### config.mk
export PLATFORM = sky130hd
export DESIGN_NAME = frp_regs
export DESIGN_NICKNAME = d
export VERILOG_FILES = /design/src/logic/frp_pkg.sv /design/src/logic/frp_serial_rx.sv /design/src/logic/frp_regs.sv
export SDC_FILE = /design/constraint.sdc
export NUM_CORES = 1
export LEC_CHECK = 0
export ABC_AREA = 1
export BUFFER_PORTS_ARGS = -buffer_cell sky130_fd_sc_hd__buf_4
export CAP_MARGIN = 0
export CORE_AREA = 2 2 89 91
export DETAILED_ROUTE_END_ITERATION = 10
export DIE_AREA = 0 0 91 93
export GPL_TIMING_DRIVEN = 0
export PLACE_DENSITY = 0.73
export SYNTH_ARGS = -nofsm -noshare
export SYNTH_HDL_FRONTEND = slang
export SYNTH_SLANG_ARGS = --single-unit
### constraint.sdc
create_clock -name clock_i -period 1.2 [get_ports clock_i]
set_input_delay 0.12 -clock clock_i [delete_from_list [all_inputs] [get_ports clock_i]]
set_output_delay 0.12 -clock clock_i [all_outputs]
set_load 0.1 [all_outputs]
### src/logic/frp_pkg.sv
// Purpose: Shared constants for the flash function and read-parameter register block.
// Assumes: Registers are 8 bits wide and are reached by serial commands.
// Notes:   Opcodes for the function register access are free parameters of the top.
package frp_pkg;
   localparam int unsigned REG_W        = 8;
   localparam int unsigned DUMMY_W      = 4;
   localparam int unsigned SYNC_DEPTH   = 3;

   // Function register fields.
   localparam int unsigned FN_RSTDIS    = 0;
   localparam int unsigned FN_TBS       = 1;
   localparam int unsigned FN_PROGRAM_SUSPENDED_FLAG      = 2;
   localparam int unsigned FN_ERASE_SUSPENDED_FLAG      = 3;
   localparam int unsigned FN_IRL_LO    = 4;
   localparam int unsigned FN_IRL_HI    = 7;
   localparam logic [7:0]  FN_OTP_MASK  = 8'hf3;
   localparam logic [7:0]  FN_RESET     = 8'h00;

   // Read-parameter register fields.
   localparam int unsigned RP_BURST_LO  = 0;
   localparam int unsigned RP_BURST_HI  = 1;
   localparam int unsigned RP_WRAP      = 2;
   localparam int unsigned RP_DUMMY_LO  = 3;
   localparam int unsigned RP_DUMMY_HI  = 6;
   localparam int unsigned RP_PINSEL    = 7;
   localparam logic [7:0]  RP_RESET     = 8'h00;

   // Wrap lengths in bytes, indexed by the burst field; WRAP_ARRAY is used when wrap is off.
   localparam logic [6:0]  WRAP_8       = 7'h08;
   localparam logic [6:0]  WRAP_16      = 7'h10;
   localparam logic [6:0]  WRAP_32      = 7'h20;
   localparam logic [6:0]  WRAP_64      = 7'h40;
   localparam logic [6:0]  WRAP_ARRAY   = 7'h00;

   // Serial command opcodes.
   localparam logic [7:0]  OP_SET_RP_NV   = 8'h65;
   localparam logic [7:0]  OP_SET_RP_V    = 8'hc0;
   localparam logic [7:0]  OP_SET_RP_V_WE = 8'h63;
   localparam logic [7:0]  OP_WRITE_EN    = 8'h06;

   typedef enum logic [1:0] {
      FRP_ST_OPC,
      FRP_ST_DATA,
      FRP_ST_READ,
      FRP_ST_SKIP
   } frp_state_t;
endpackage : frp_pkg

### src/logic/frp_serial_rx.sv
// Purpose: Synchronises the serial pins and assembles command bytes (SPI mode 0).
// Assumes: Serial clock is far slower than clock_i; pins are asynchronous.
// Notes:   A pin change counts only once the second and third stages agree.
module frp_serial_rx
   import frp_pkg::*;
(
   // Clock and reset
   input  wire logic                clock_i,
   input  wire logic                rst_i,
   // Pins
   input  wire logic                sck_i,
   input  wire logic                cs_n_i,
   input  wire logic                si_i,
   // Byte stream
   output logic                     start_o,
   output logic                     sck_fall_o,
   output logic                     byte_valid_o,
   output logic [frp_pkg::REG_W-1:0] byte_o
);
   import frp_pkg::*;

   logic [SYNC_DEPTH-1:0] sck_s;
   logic [SYNC_DEPTH-1:0] cs_s;
   logic [SYNC_DEPTH-1:0] si_s;
   logic                  sck_f;
   logic                  cs_f;
   logic                  si_f;
   logic [2:0]            bit_cnt;
   logic [REG_W-2:0]      shift;

   always_ff @(posedge clock_i)
   begin
      sck_s <= {sck_s[SYNC_DEPTH-2:0], sck_i};
      cs_s  <= {cs_s[SYNC_DEPTH-2:0], cs_n_i};
      si_s  <= {si_s[SYNC_DEPTH-2:0], si_i};
   end

   // Filtered levels follow only when stages two and three agree.
   always_ff @(posedge clock_i)
   begin
      if (rst_i)
      begin
         sck_f <= 1'b0;
         cs_f  <= 1'b1;
         si_f  <= 1'b0;
      end
      else
      begin
         if (sck_s[1] == sck_s[2]) sck_f <= sck_s[2];
         if (cs_s[1] == cs_s[2]) cs_f <= cs_s[2];
         if (si_s[1] == si_s[2]) si_f <= si_s[2];
      end
   end

   always_ff @(posedge clock_i)
   begin
      if (rst_i)
      begin
         start_o      <= 1'b0;
         sck_fall_o   <= 1'b0;
         byte_valid_o <= 1'b0;
         byte_o       <= 8'h00;
         bit_cnt      <= 3'h0;
         shift        <= 7'h00;
      end
      else
      begin
         start_o      <= cs_f && (cs_s[1] == cs_s[2]) && !cs_s[2];
         sck_fall_o   <= !cs_f && sck_f && (sck_s[1] == sck_s[2]) && !sck_s[2];
         byte_valid_o <= 1'b0;
         if (cs_f)
            bit_cnt <= 3'h0;
         else if (!sck_f && (sck_s[1] == sck_s[2]) && sck_s[2])
         begin
            bit_cnt <= bit_cnt + 3'h1;
            shift   <= {shift[REG_W-3:0], si_f};
            if (bit_cnt == 3'h7)
            begin
               byte_valid_o <= 1'b1;
               byte_o       <= {shift, si_f};
            end
         end
      end
   end
endmodule : frp_serial_rx

### src/logic/frp_regs.sv
// Purpose: Function register and read-parameter register of a serial flash.
// Assumes: Suspend, resume and power-up events come from logic on clock_i.
// Notes:   Registers are reached only through serial commands on the pins.
// Behaviour
// - Bit zero reports dedicated reset disabled; settable only while it reads zero.
// - One-time-programmable function bits never return to zero once set.
// - Bit zero default follows package; setting it moves reset to shared pin.
// - Bit one places protection at top or bottom; bottom is permanent.
// - Program suspended flag sets on suspend during program, clears on resume.
// - Erase suspended flag sets on suspend during erase, clears on resume.
// - Bits four to seven lock information rows zero to three permanently.
// - Power-up loads the volatile read-parameter copy from the non-volatile one.
// - Pin select chooses pause or reset role only without quad or four-wire.
// - With a dedicated reset pin, shared pin stays pause in single-wire mode until bit zero is set.
// - Dummy field bits six to three give one to fifteen dummy cycles.
// - Burst field encodes wrap length of 8, 16, 32 or 64 bytes.
// - Wrap enable zero wraps at array end; one wraps at burst length.
// - Opcode 65h writes non-volatile copy; C0h or 63h writes volatile copy.
// - Opcode C0h needs no preceding write-enable command.
// - Quad enable turns pause/reset and write-protect pins into data lines.
module frp_regs
   import frp_pkg::*;
#(
   parameter logic                 HAS_DEDICATED_RESET = 1'b1,
   parameter logic                 RSTDIS_DEFAULT      = 1'b0,
   parameter logic [DUMMY_W-1:0]   DUMMY_DEFAULT       = 4'h8,
   parameter logic [REG_W-1:0]     OP_WRITE_FN         = 8'h42,
   parameter logic [REG_W-1:0]     OP_READ_FN          = 8'h48,
   parameter logic [REG_W-1:0]     OP_READ_RP          = 8'h61
)
(
   // Clock and reset
   input  wire logic                        clock_i,
   input  wire logic                        rst_i,
   // Serial pins
   input  wire logic                        sck_i,
   input  wire logic                        cs_n_i,
   input  wire logic                        si_i,
   output logic                             so_o,
   output logic                             so_oe_o,
   // Device events
   input  wire logic                        power_up_i,
   input  wire logic                        prog_suspend_i,
   input  wire logic                        prog_resume_i,
   input  wire logic                        erase_suspend_i,
   input  wire logic                        erase_resume_i,
   // Mode inputs
   input  wire logic                        quad_io_enable_i,
   input  wire logic                        four_wire_command_mode_i,
   // Function register outputs
   output logic                             dedicated_reset_enabled_o,
   output logic                             bottom_protect_o,
   output logic                             program_suspended_flag_o,
   output logic                             erase_suspended_flag_o,
   output logic [3:0]                       info_row_lock_o,
   // Pin roles
   output logic                             shared_pin_reset_role_o,
   output logic                             shared_pin_data_o,
   output logic                             wp_pin_data_o,
   // Read configuration
   output logic [frp_pkg::DUMMY_W-1:0]      dummy_cycles_o,
   output logic                             wrap_enable_o,
   output logic [6:0]                       wrap_bytes_o
);
   import frp_pkg::*;

   logic                 start;
   logic                 sck_fall;
   logic                 byte_valid;
   logic [REG_W-1:0]     rx_byte;
   frp_state_t           state;
   logic [REG_W-1:0]     cmd;
   logic                 wel;
   logic                 rst_default_done;
   logic [REG_W-1:0]     fn_reg;
   logic [REG_W-1:0]     rp_nv;
   logic [REG_W-1:0]     rp_vol;
   logic [REG_W-1:0]     out_shift;
   logic                 wr_fn;
   logic                 wr_nv;
   logic                 wr_vol;
   logic [REG_W-1:0]     next_fn;
   logic [SYNC_DEPTH-1:0] cs_pipe;
   logic                 cs_idle;

   function automatic logic [6:0] wrap_len(input logic [1:0] sel);
      case (sel)
         2'h0:    wrap_len = WRAP_8;
         2'h1:    wrap_len = WRAP_16;
         2'h2:    wrap_len = WRAP_32;
         default: wrap_len = WRAP_64;
      endcase
   endfunction : wrap_len

   frp_serial_rx frp_serial_rx_inst (
      .clock_i      (clock_i),
      .rst_i        (rst_i),
      .sck_i        (sck_i),
      .cs_n_i       (cs_n_i),
      .si_i         (si_i),
      .start_o      (start),
      .sck_fall_o   (sck_fall),
      .byte_valid_o (byte_valid),
      .byte_o       (rx_byte)
   );

   // Write strobes fire on the data byte that follows the opcode.
   assign wr_fn  = byte_valid && (state == FRP_ST_DATA) && (cmd == OP_WRITE_FN);
   assign wr_nv  = byte_valid && (state == FRP_ST_DATA) && (cmd == OP_SET_RP_NV);
   assign wr_vol = byte_valid && (state == FRP_ST_DATA) &&
                   ((cmd == OP_SET_RP_V) || (cmd == OP_SET_RP_V_WE));

   always_ff @(posedge clock_i)
   begin
      if (rst_i)
      begin
         state <= FRP_ST_SKIP;
         cmd   <= 8'h00;
         wel   <= 1'b0;
      end
      else if (start)
         state <= FRP_ST_OPC;
      else if (byte_valid)
      begin
         case (state)
            FRP_ST_OPC:
            begin
               cmd <= rx_byte;
               if (rx_byte == OP_WRITE_EN)
               begin
                  wel   <= 1'b1;
                  state <= FRP_ST_SKIP;
               end
               else if ((rx_byte == OP_SET_RP_V) ||
                        (wel && ((rx_byte == OP_SET_RP_NV) ||
                                 (rx_byte == OP_SET_RP_V_WE) ||
                                 (rx_byte == OP_WRITE_FN))))
                  state <= FRP_ST_DATA;
               else if ((rx_byte == OP_READ_FN) || (rx_byte == OP_READ_RP))
                  state <= FRP_ST_READ;
               else
                  state <= FRP_ST_SKIP;
            end
            FRP_ST_DATA:
            begin
               // Write-enable is consumed by any completed write.
               wel   <= 1'b0;
               state <= FRP_ST_SKIP;
            end
            FRP_ST_READ: state <= FRP_ST_READ;
            FRP_ST_SKIP: state <= FRP_ST_SKIP;
            default:     state <= FRP_ST_SKIP;
         endcase
      end
   end

   // Only one-time-programmable bits can be raised; suspend flags ignore writes.
   always_comb
   begin
      next_fn = fn_reg | (rx_byte & FN_OTP_MASK);
      next_fn[FN_PROGRAM_SUSPENDED_FLAG] = (fn_reg[FN_PROGRAM_SUSPENDED_FLAG] & ~prog_resume_i) | prog_suspend_i;
      next_fn[FN_ERASE_SUSPENDED_FLAG] = (fn_reg[FN_ERASE_SUSPENDED_FLAG] & ~erase_resume_i) | erase_suspend_i;
      if (!wr_fn)
         next_fn[REG_W-1:0] = {fn_reg[FN_IRL_HI:FN_IRL_LO], next_fn[FN_ERASE_SUSPENDED_FLAG:FN_PROGRAM_SUSPENDED_FLAG],
                               fn_reg[FN_TBS:FN_RSTDIS]};
   end

   // The package default of bit zero is applied on the first cycle after reset.
   always_ff @(posedge clock_i)
   begin
      if (rst_i)
      begin
         fn_reg           <= FN_RESET;
         rst_default_done <= 1'b0;
      end
      else
      begin
         rst_default_done <= 1'b1;
         fn_reg           <= next_fn;
         if (!rst_default_done)
            fn_reg[FN_RSTDIS] <= RSTDIS_DEFAULT;
      end
   end

   always_ff @(posedge clock_i)
   begin
      if (rst_i)
      begin
         rp_nv  <= RP_RESET;
         rp_vol <= RP_RESET;
      end
      else
      begin
         if (wr_nv)
            rp_nv <= rx_byte;
         if (power_up_i)
            rp_vol <= rp_nv;
         else if (wr_vol)
            rp_vol <= rx_byte;
      end
   end

   // The select pin gets its own three stages, so the output enable never sees a raw
   // asynchronous level and cannot go metastable when the host releases the bus.
   always_ff @(posedge clock_i)
   begin
      cs_pipe <= {cs_pipe[SYNC_DEPTH-2:0], cs_n_i};
   end

   always_ff @(posedge clock_i)
   begin
      if (rst_i)
         cs_idle <= 1'b1;
      else if (cs_pipe[1] == cs_pipe[2])
         cs_idle <= cs_pipe[2];
   end

   // Read data leaves on falling serial edges, most significant bit first.
   always_ff @(posedge clock_i)
   begin
      if (rst_i)
      begin
         out_shift <= 8'h00;
         so_o      <= 1'b0;
         so_oe_o   <= 1'b0;
      end
      else
      begin
         if (byte_valid && (state == FRP_ST_OPC))
            out_shift <= (rx_byte == OP_READ_FN) ? fn_reg : rp_vol;
         else if (sck_fall && (state == FRP_ST_READ))
         begin
            so_o      <= out_shift[REG_W-1];
            out_shift <= {out_shift[REG_W-2:0], out_shift[REG_W-1]};
         end
         so_oe_o <= (state == FRP_ST_READ) && !cs_idle;
      end
   end

   always_ff @(posedge clock_i)
   begin
      if (rst_i)
      begin
         dedicated_reset_enabled_o <= 1'b1;
         bottom_protect_o          <= 1'b0;
         program_suspended_flag_o  <= 1'b0;
         erase_suspended_flag_o    <= 1'b0;
         info_row_lock_o           <= 4'h0;
      end
      else
      begin
         dedicated_reset_enabled_o <= HAS_DEDICATED_RESET && !fn_reg[FN_RSTDIS];
         bottom_protect_o          <= fn_reg[FN_TBS];
         program_suspended_flag_o  <= fn_reg[FN_PROGRAM_SUSPENDED_FLAG];
         erase_suspended_flag_o    <= fn_reg[FN_ERASE_SUSPENDED_FLAG];
         info_row_lock_o           <= fn_reg[FN_IRL_HI:FN_IRL_LO];
      end
   end

   // A dedicated-reset part keeps the shared pin as pause until reset is moved to it.
   always_ff @(posedge clock_i)
   begin
      if (rst_i)
      begin
         shared_pin_reset_role_o <= 1'b0;
         shared_pin_data_o       <= 1'b0;
         wp_pin_data_o           <= 1'b0;
         dummy_cycles_o          <= 4'h0;
         wrap_enable_o           <= 1'b0;
         wrap_bytes_o            <= WRAP_ARRAY;
      end
      else
      begin
         shared_pin_reset_role_o <= !quad_io_enable_i && !four_wire_command_mode_i &&
                                    rp_vol[RP_PINSEL] &&
                                    (!HAS_DEDICATED_RESET || fn_reg[FN_RSTDIS]);
         shared_pin_data_o <= quad_io_enable_i || four_wire_command_mode_i;
         wp_pin_data_o     <= quad_io_enable_i || four_wire_command_mode_i;
         dummy_cycles_o    <= (rp_vol[RP_DUMMY_HI:RP_DUMMY_LO] == 4'h0) ? DUMMY_DEFAULT
                              : rp_vol[RP_DUMMY_HI:RP_DUMMY_LO];
         wrap_enable_o     <= rp_vol[RP_WRAP];
         wrap_bytes_o      <= rp_vol[RP_WRAP] ? wrap_len(rp_vol[RP_BURST_HI:RP_BURST_LO])
                              : WRAP_ARRAY;
      end
   end
endmodule : frp_regs

# Word-level counts from Yosys, hierarchy flattened
# Cells that the tools add are included.
# totals
out_inout_bits	25
register_bits	105
# classes
eq_ne	22
mux	17
n_reduce_logical	50
addsub	1
n_bitwise	13
# op_table
op	count
$eq 8x7->1 const B	8
$mux 8	5
$pmux 7 s3	1
$logic_and 1x1->1	18
$eq 8x8->1 const B	2
$reduce_or 2->1	5
$eq 8x3->1 const B	1
$logic_not 1->1	8
$mux 2	4
$not 1->1	8
$or 8x8->8	1
$reduce_bool 2->1	4
$eq 2x2->1 const B	3
$logic_or 1x1->1	6
$pmux 2 s3	1
$reduce_and 3->1	2
$eq 1x1->1	4
$eq 2x1->1 const B	2
$logic_not 2->1	2
$logic_not 4->1	1
$mux 1	4
$mux 4	1
$reduce_and 2->1	2
$reduce_and 4->1	1
7 further kinds	9

# Depth between registers and ports, before layout
# Gate-level depths: netlist of the first run.
# logic_depth
word_depth	10
ltp_mapped	11

# Hierarchy
# From an unflattened synthesis of the first run, not the netlist that was laid out.
# unflattened
cells_unflattened	495
area_unflattened_um2	3947.5
# modules_own_cells
mod	cells_per_inst	seq_area_each_um2	n_inst	area_each_um2
frp_regs	369	1381.3	1	2810.2
frp_serial_rx	126	660.6	1	1137.3

# Least setup slack after synthesis of the first run
# Ideal clock, no wire load.
# synth_timing
kind	flip-flop to output port
startpoint	reg wp_pin_data_o
endpoint	out wp_pin_data_o
n_path_buf	1
path_stages_with_launch	2
arrival_time_ps	1356
path_slack_ps	-276
cell_sequence	dfxtp_1 > buf_4
# synth_rtl
element	line	rtl
start: declaration	frp_regs.sv:59	output logic wp_pin_data_o,
start signal: assignment	frp_regs.sv:278	wp_pin_data_o <= quad_io_enable_i || four_wire_command_mode_i;
# No word-level cell between the ends.

# Worst setup path after layout of the first run
# layout_timing
startpoint	reg frp_serial_rx_inst.byte_o[1] (netlist bit)
endpoint	reg state[1]
# layout_via
elab_chain_cells	10
elab_cells_between_ends	14
# layout_lines
element	line	rtl
start: declaration	frp_serial_rx.sv:18	output logic [frp_pkg::REG_W-1:0] byte_o
start signal: assignment	frp_serial_rx.sv:80	byte_o <= {shift, si_f};
$eq 8x7->1 (on tied branches)	frp_regs.sv:135, frp_regs.sv:136	
$logic_or 1x1->1	frp_regs.sv:135	(wel && ((rx_byte == OP_SET_RP_NV) ||
$logic_or 1x1->1	frp_regs.sv:136	(rx_byte == OP_SET_RP_V_WE) ||
$logic_and 1x1->1	frp_regs.sv:135	
$logic_or 1x1->1	frp_regs.sv:134	else if ((rx_byte == OP_SET_RP_V) ||
$mux 2	frp_regs.sv:134	
$mux 2 (*)	frp_regs.sv:129	if (rx_byte == OP_WRITE_EN)
$pmux 2 s3 (*)	frp_regs.sv:125	case (state)
$mux 2 (*)	frp_regs.sv:123	else if (byte_valid)
$mux 2 (*)	frp_regs.sv:121	else if (start)
end signal: assignment	frp_regs.sv:122	state <= FRP_ST_OPC;
end signal: assignment	frp_regs.sv:132	state <= FRP_ST_SKIP;
end signal: assignment	frp_regs.sv:138	state <= FRP_ST_DATA;
end: declaration	frp_regs.sv:71	frp_state_t state;
# Mark *: on every way between the ends. The rest lies on a longest branch, timed or not. The select of a mux whose other input is x is not followed.
# A chain may end at the register's enable or synchronous reset.

==> results.json, run 1 <==
{
  "status": "complete, but fails checks",
  "violations": "setup timing",
  "setup_violations": 27,
  "finalCritPeriodShare_pct": 119,
  "synthTopCellsByCount": "dfxtp_1, nand2_1, nor2_1, inv_1, a21oi_1",
  "synth_compound_area_share_pct": 14.3,
  "power_switching_uw": 1550,
  "place_ws_ps": -357,
  "yosys.area_share.xor_xnor_pct": 0,
  "first_pass_iters": 5,
  "grt.overflow.total": 0,
  "cts_buffers": 9,
  "area_growth_pct": 36.1,
  "r2r_cells": 12,
  "r2r-end": "state[1]$_SDFFE_PP1P_",
  "synth_fa_ha_area_share_pct": 0.920,
  "start_util_pct": 50.6,
  "antenna_cells": 0,
  "path_clk_slew_ps": 90,
  "drive_above_1_share_pct": 38.6,
  "viasPerCell": 5.36,
  "fp-row-count": 32,
  "yosys.cell_count.top_type": "dfxtp_1",
  "slowest_delay_ps": 390,
  "synthCells": 481,
  "synth_edf_count": 0,
  "hold_viol": 0,
  "fmax_ghz": 0.698,
  "p_int_uw": 4540,
  "grt_pass1_vias": 3344,
  "worstReg2RegStart": "frp_serial_rx_inst.byte_o[1]$_SDFFE_PP0P_",
  "core_area_sq_um": 7530,
  "cts_tree": "yes",
  "dieArea_sq_um": 8460,
  "worstSetupEndpointType": "flop",
  "p_seq_share_pct": 54.8,
  "grt_max_degree": 17,
  "ys_warn_count": 0,
  "ys_async_sr_fraction_pct": 0,
  "synthesis.area_sq_um": 3810,
  "numClockSinks": 98,
  "crit_required_ps": 1470,
  "port_buffers": 32,
  "max_cap_viol_count": 0,
  "grt_first_pass_wirelength_um": 15700,
  "die_h_um": 93,
  "dp_cells": 617,
  "drt_iter0_drc": 218,
  "tightest_slew_ps": 628,
  "p_clk_share_pct": 37.0,
  "crit_fanout": 5,
  "synthTopCellsByArea": "dfxtp_1, nand2_1, nor2_1, a21oi_1, o21ai_0",
  "synth_top_cell_by_area": "dfxtp_1",
  "crit_end": "state[1]$_SDFFE_PP1P_",
  "final.setup_skew_ps": 7.78,
  "wl_per_cell_um": 15.2,
  "fp.dieW_um": 91,
  "reg2reg_slack_ps": -230,
  "grt_setup_unrepaired": "yes",
  "synth-seq-area-share_pct": 51.5,
  "vdd_drop_max_mv": 0.987,
  "cpMostUsedCell": "nand2_1",
  "dp.final_hpwl_um": 5840,
  "place_area_sq_um": 4220,
  "setup_tns_ps": -2400,
  "clockRootBuffer": "clkbuf_8",
  "ant_nets": 0,
  "fin_area_sq_um": 5180,
  "arrival_ps": 1700,
  "synth_top_area_share_pct": 51.5,
  "slew_headroom_pct": 58.1,
  "p_comb_share_pct": 8.2,
  "synth.avg_cell_area_sq_um": 7.92,
  "grt_usage_pct": 23.2,
  "setup_ws_ps": -232,
  "instances_no_fill": 670,
  "setup.worst_path.start": "frp_serial_rx_inst.byte_o[1]$_SDFFE_PP0P_",
  "fin_nets": 577,
  "ys.flop_type": "dfxtp_1",
  "hp-class": "in2reg",
  "synth_top_family_by_area": "simple AND/OR/NAND/NOR gates",
  "slew_viol_final": 0,
  "p_leak_uw": 0.00219,
  "crit_path_start_kind": "flop",
  "ys_seq_elements": 98,
  "fin_crit_ps": 1430,
  "timing.hold.ws_ps": 11.4,
  "antenna_found_initial": 0,
  "insertion_delay_ps": 370,
  "synth.distinct_cells": 37,
  "path_class": "reg2reg",
  "gp_congestion": 0.885,
  "worstPathCellList": "buf_4 > nand2_1 > inv_1 > nand2_1 > nand2_1 > nand2_1 > nand2_1 > nand2_1 > nand2_1 > nand2_1 > nand2_1 > nand2_1",
  "drc": 0,
  "dr_total_vias": 3588,
  "yosys-mux-area-fraction_pct": 0,
  "p_per_area_nw_per_um2": 1170,
  "wirelength_um": 10200,
  "cp_slowest_cell": "dfxtp_4",
  "synthSimpleGateAreaFrac_pct": 24.8,
  "switching_share_pct": 25.4,
  "htreeDepth": 3,
  "clockBufferDepth": 2,
  "boundaryPins": 37
}
worst min-delay path by stage:
stage | start | end | slack (ps) | cells past startpoint
global placement | sck_i | frp_serial_rx_inst.sck_s[0]$_DFF_P_ | 220 | 1
CTS | prog_resume_i | fn_reg[2]$_SDFF_PP0_ | 2 | 4
global route | erase_resume_i | fn_reg[3]$_SDFF_PP0_ | 50 | 4
floorplan | cs_n_i | cs_pipe[0]$_DFF_P_ | 150 | 0
finish | prog_resume_i | fn_reg[2]$_SDFF_PP0_ | 10 | 4
detailed placement | cs_n_i | cs_pipe[0]$_DFF_P_ | 230 | 1
repair_timing:
item | in CTS | in global routing
pin swaps | 19 | 28
gates cloned | 3 | 1
hold buffers | 7 | 0
endpoints found under the hold margin | 7 | 0
setup endpoints to repair | 56 | 48
gates resized for setup | 70 | 83
setup buffers | 24 | 4
critical path, delay by kind of cell, from the launching register on:
kind                   cells  cell delay, ps
buffers and inverters      2             220
flip-flops                 1             390
AND/OR/NAND/NOR           10             710
layer usage:
layer / GRT usage, % / part of all wire, % / vias to the layer above
met4: 10.6 / 3.7 / 0
met2: 38.0 / 48 / 143
li1: - / - / 1731
met1: 28.3 / 42 / 1679
met3: 6.69 / 5.9 / 35
met5: 0 / 0 / -
cell families (layout without fill, tap and decap cells):
family,Yosys count,count (layout)
adder cells (fa/ha/maj),3,3
AND/OR/NAND/NOR,205,208
buffers and inverters,71,153
other,1,3
AO/OA/AOI/OAI,103,103
flip-flops,98,98
cells in the final DEF (no fill, tap or decap), drive strengths merged:
| cell | n |
|---|---|
| o21a | 1 |
| clkinv | 4 |
| buf | 73 |
| nand3b | 1 |
| conb | 3 |
| bufinv | 1 |
| inv | 52 |
| dlygate4sd3 | 7 |
| clkbuf | 15 |
| a31oi | 1 |
| o22ai | 7 |
| dfxtp | 98 |
| a21oi | 47 |
| nand4 | 3 |
| nor3 | 14 |
| nor4 | 3 |
| clkinvlp | 1 |
| nand3 | 31 |
| or2 | 2 |
| o21ai | 46 |
| nand2 | 80 |
| nor2 | 74 |
| a211oi | 1 |
| ha | 2 |
| maj3 | 1 |
power groups by stage:
stage	clock, uW	combinational, uW	sequential, uW
after CTS	2260	478	3340
after detailed placement	0	441	3430
after global placement	0	435	3430
after global routing	2410	538	3350
after floorplan	0	237	3530
final	2250	501	3340
cell type report:
class,instances,area [sq um]
multi-input cells,317,1930
flip-flops and latches,98,2020
plain buffers,16,96.3
clock buffers,11,151
clock inverters,5,60.1
inverters,53,216
repair buffers,68,582
well taps,102,128
fillers,597,2340
stage by stage:
stage,power [uW],utilization [%]
finish,6090,68.9
global route,6290,68.9
CTS,6080,64.6
detailed placement,3870,56.1
global placement,3860,56.1
floorplan,3760,-
Power figures use the tool's default switching activity.
==> run 2, diff against run 1 <==
Settings changed: ABC_AREA 1 to not set, CORE_AREA 2 2 89 91 to 2 2 88 90, DIE_AREA 0 0 91 93 to 0 0 90 92, SLEW_MARGIN set to 0.
==> run 2 against run 1 <==
  * The run still ends with setup timing left
  * Global-route usage down 1.5 points
  * Largest cell class is now multi-input combinational cells
  * Fmax fell by 18%
  * Critical path depth fell by 7
  * Sequential cell count stayed put
  * Highest routed layer unchanged
  * Cell count fell by 12%
  * Clock skew is 0.86 ps higher
  * Critical endpoint is now rp_vol[5]$_SDFFE_PP0P_
  * Largest power group unchanged
  * Die area shrank 2.2%
  * Synthesized cell count fell by 17%
  * Setup slack worse by 320 ps
==> results.json, run 2 <==
{
  "drt_iter0_drc": 107,
  "cp_slowest_cell": "or4b_4",
  "start_util_pct": 49.9,
  "instances_no_fill": 587,
  "clockRootBuffer": "clkbuf_8",
  "slew_headroom_pct": 52.7,
  "ys.flop_type": "dfxtp_1",
  "wirelength_um": 9100,
  "ys_async_sr_fraction_pct": 0,
  "grt.overflow.total": 0,
  "area_growth_pct": 42.5,
  "cts_buffers": 9,
  "synthCells": 398,
  "slowest_delay_ps": 550,
  "wl_per_cell_um": 15.5,
  "yosys.cell_count.top_type": "dfxtp_1",
  "finalCritPeriodShare_pct": 146,
  "tightest_slew_ps": 710,
  "p_leak_uw": 0.00207,
  "worstSetupEndpointType": "flop",
  "clockBufferDepth": 2,
  "port_buffers": 32,
  "dieArea_sq_um": 8280,
  "synth_top_cell_by_area": "dfxtp_1",
  "insertion_delay_ps": 360,
  "layout_common_cells": "dfxtp_1, buf_4, nor2_1",
  "regArea_sq_um": 2010,
  "multi_input_comb_area_sq_um": 2030,
  "grt_setup_unrepaired": "yes",
  "drc": 0,
  "hp-class": "in2reg",
  "cts_tree": "yes",
  "grt_usage_pct": 21.6,
  "status": "complete, but fails checks",
  "final_common_cell": "dfxtp_1",
  "fin_nets": 494,
  "grt_max_degree": 16,
  "r2r-end": "rp_vol[5]$_SDFFE_PP0P_",
  "fp-row-count": 32,
  "final.setup_skew_ps": 8.64,
  "hold_viol": 0,
  "fill_cells": 554,
  "place_area_sq_um": 4270,
  "arrival_ps": 2010,
  "r2r_cells": 5,
  "path_class": "reg2reg",
  "dr_total_vias": 3105,
  "place_ws_ps": -763,
  "first_pass_iters": 4,
  "crit_required_ps": 1450,
  "fmax_ghz": 0.571,
  "vdd_drop_max_mv": 0.838,
  "setup_ws_ps": -552,
  "crit_fanout": 4,
  "ys_seq_elements": 98,
  "boundaryPins": 37,
  "dp.final_hpwl_um": 5500,
  "slew_viol_final": 0,
  "grt_pass1_vias": 3090,
  "gp_congestion": 0.817,
  "synthesis.area_sq_um": 3720,
  "ant_nets": 0,
  "max_cap_viol_count": 0,
  "path_clk_slew_ps": 90,
  "setup_tns_ps": -16570,
  "antenna_found_initial": 0,
  "crit_end": "rp_vol[5]$_SDFFE_PP0P_",
  "ys_warn_count": 0,
  "dp_cells": 534,
  "synth-seq-area-share_pct": 52.8,
  "grt_first_pass_wirelength_um": 14300,
  "fin_crit_ps": 1750,
  "antenna_cells": 0,
  "numClockSinks": 98,
  "htreeDepth": 3,
  "worstReg2RegStart": "cmd[1]$_SDFFE_PP0P_",
  "viasPerCell": 5.29,
  "setup.worst_path.start": "cmd[1]$_SDFFE_PP0P_",
  "setup_violations": 56,
  "synth.avg_cell_area_sq_um": 9.34,
  "drive_above_1_share_pct": 41.2,
  "p_per_area_nw_per_um2": 1120,
  "synth_edf_count": 0,
  "reg2reg_slack_ps": -550,
  "synthTopCellsByCount": "dfxtp_1, nand2_1, nor2_1, a21oi_1",
  "worstPathCellList": "or4b_4 > a211oi_4 > or2_1 > buf_6 > mux2_4",
  "die_h_um": 92,
  "fp.dieW_um": 90,
  "synth.distinct_cells": 53,
  "synthTopCellsByArea": "dfxtp_1, mux2i_1, nand2_1, a21oi_1, nor2_1",
  "violations": "setup timing",
  "synth_top_area_share_pct": 52.8,
  "fin_area_sq_um": 5300,
  "core_area_sq_um": 7450,
  "crit_path_start_kind": "flop"
}
run 2: worst min path at each step:
stage | endpoint | from | slack, ps | cells past startpoint
after global routing | fn_reg[3]$_SDFF_PP0_ | erase_resume_i | 90 | 4
after CTS | fn_reg[3]$_SDFF_PP0_ | erase_resume_i | 60 | 4
after floorplan | cs_pipe[0]$_DFF_P_ | cs_n_i | 150 | 0
after global placement | frp_serial_rx_inst.sck_s[0]$_DFF_P_ | sck_i | 220 | 1
after detailed placement | cs_pipe[0]$_DFF_P_ | cs_n_i | 230 | 1
final | fn_reg[2]$_SDFF_PP0_ | prog_resume_i | 80 | 4
run 2: final cells by class:
cell class | instances | share of cell area (%)
Multi-Input combinational cell | 261 | 38.4
Sequential cell | 98 | 37.9
Timing Repair Buffer | 77 | 13.3
Buffer | 22 | 3.31
Clock buffer | 12 | 2.93
Tap cell | 102 | 2.41
Clock inverter | 4 | 0.945
Inverter | 11 | 0.780
run 2: cell families after synthesis:
family | Yosys count | synth area share (%)
compound gates | 68 | 11.3
xor+xnor | 2 | 0.471
fa+ha+maj | 2 | 0.673
buf+inv | 42 | 5.01
flops | 98 | 52.8
mux | 25 | 7.14
other cells | 1 | 0.101
simple gates | 160 | 22.5
run 2: worst max-delay path, delay by kind of cell (launching register included):
family / cells / cell delay [ps]
and+or+nand+nor: 2 / 700
DFF: 1 / 340
muxes: 1 / 290
AOI/OAI and AO/OA: 1 / 210
buffers and inverters: 1 / 120
run 2: power by group:
group          leakage, uW  switching, uW  internal [uW]
Sequential        0.000805           37.9           3290
Clock            0.0000986           1110           1080
Combinational      0.00117            271            169
Total              0.00207           1420           4530
run 2: metal layers:
| layer | vias to the layer above | GRT usage [%] | part of all wire (%) |
|---|---|---|---|
| met5 | - | 0 | 0 |
| met4 | 0 | 9.62 | 2.2 |
| met3 | 16 | 2.71 | 3.8 |
| met2 | 72 | 39.4 | 53 |
| met1 | 1481 | 25.5 | 41 |
| li1 | 1536 | - | - |
run 2: timing repair:
action	CTS	global route
pin swaps	36	36
endpoints found under the setup margin	57	61
hold endpoints to repair	7	0
gates resized for setup	67	65
buffers inserted	27	10
hold buffers	7	0
cloned	3	0
run 2: through the flow:
stage                     total power, uW  util [%]  hold WS (ps)
after CTS                            5930      67.2          55.4
after floorplan                      3660         -           148
after global routing                 6140      71.1          92.4
final                                5950      71.1          77.4
after global placement               3740      57.4           225
after detailed placement             3750      57.4           226
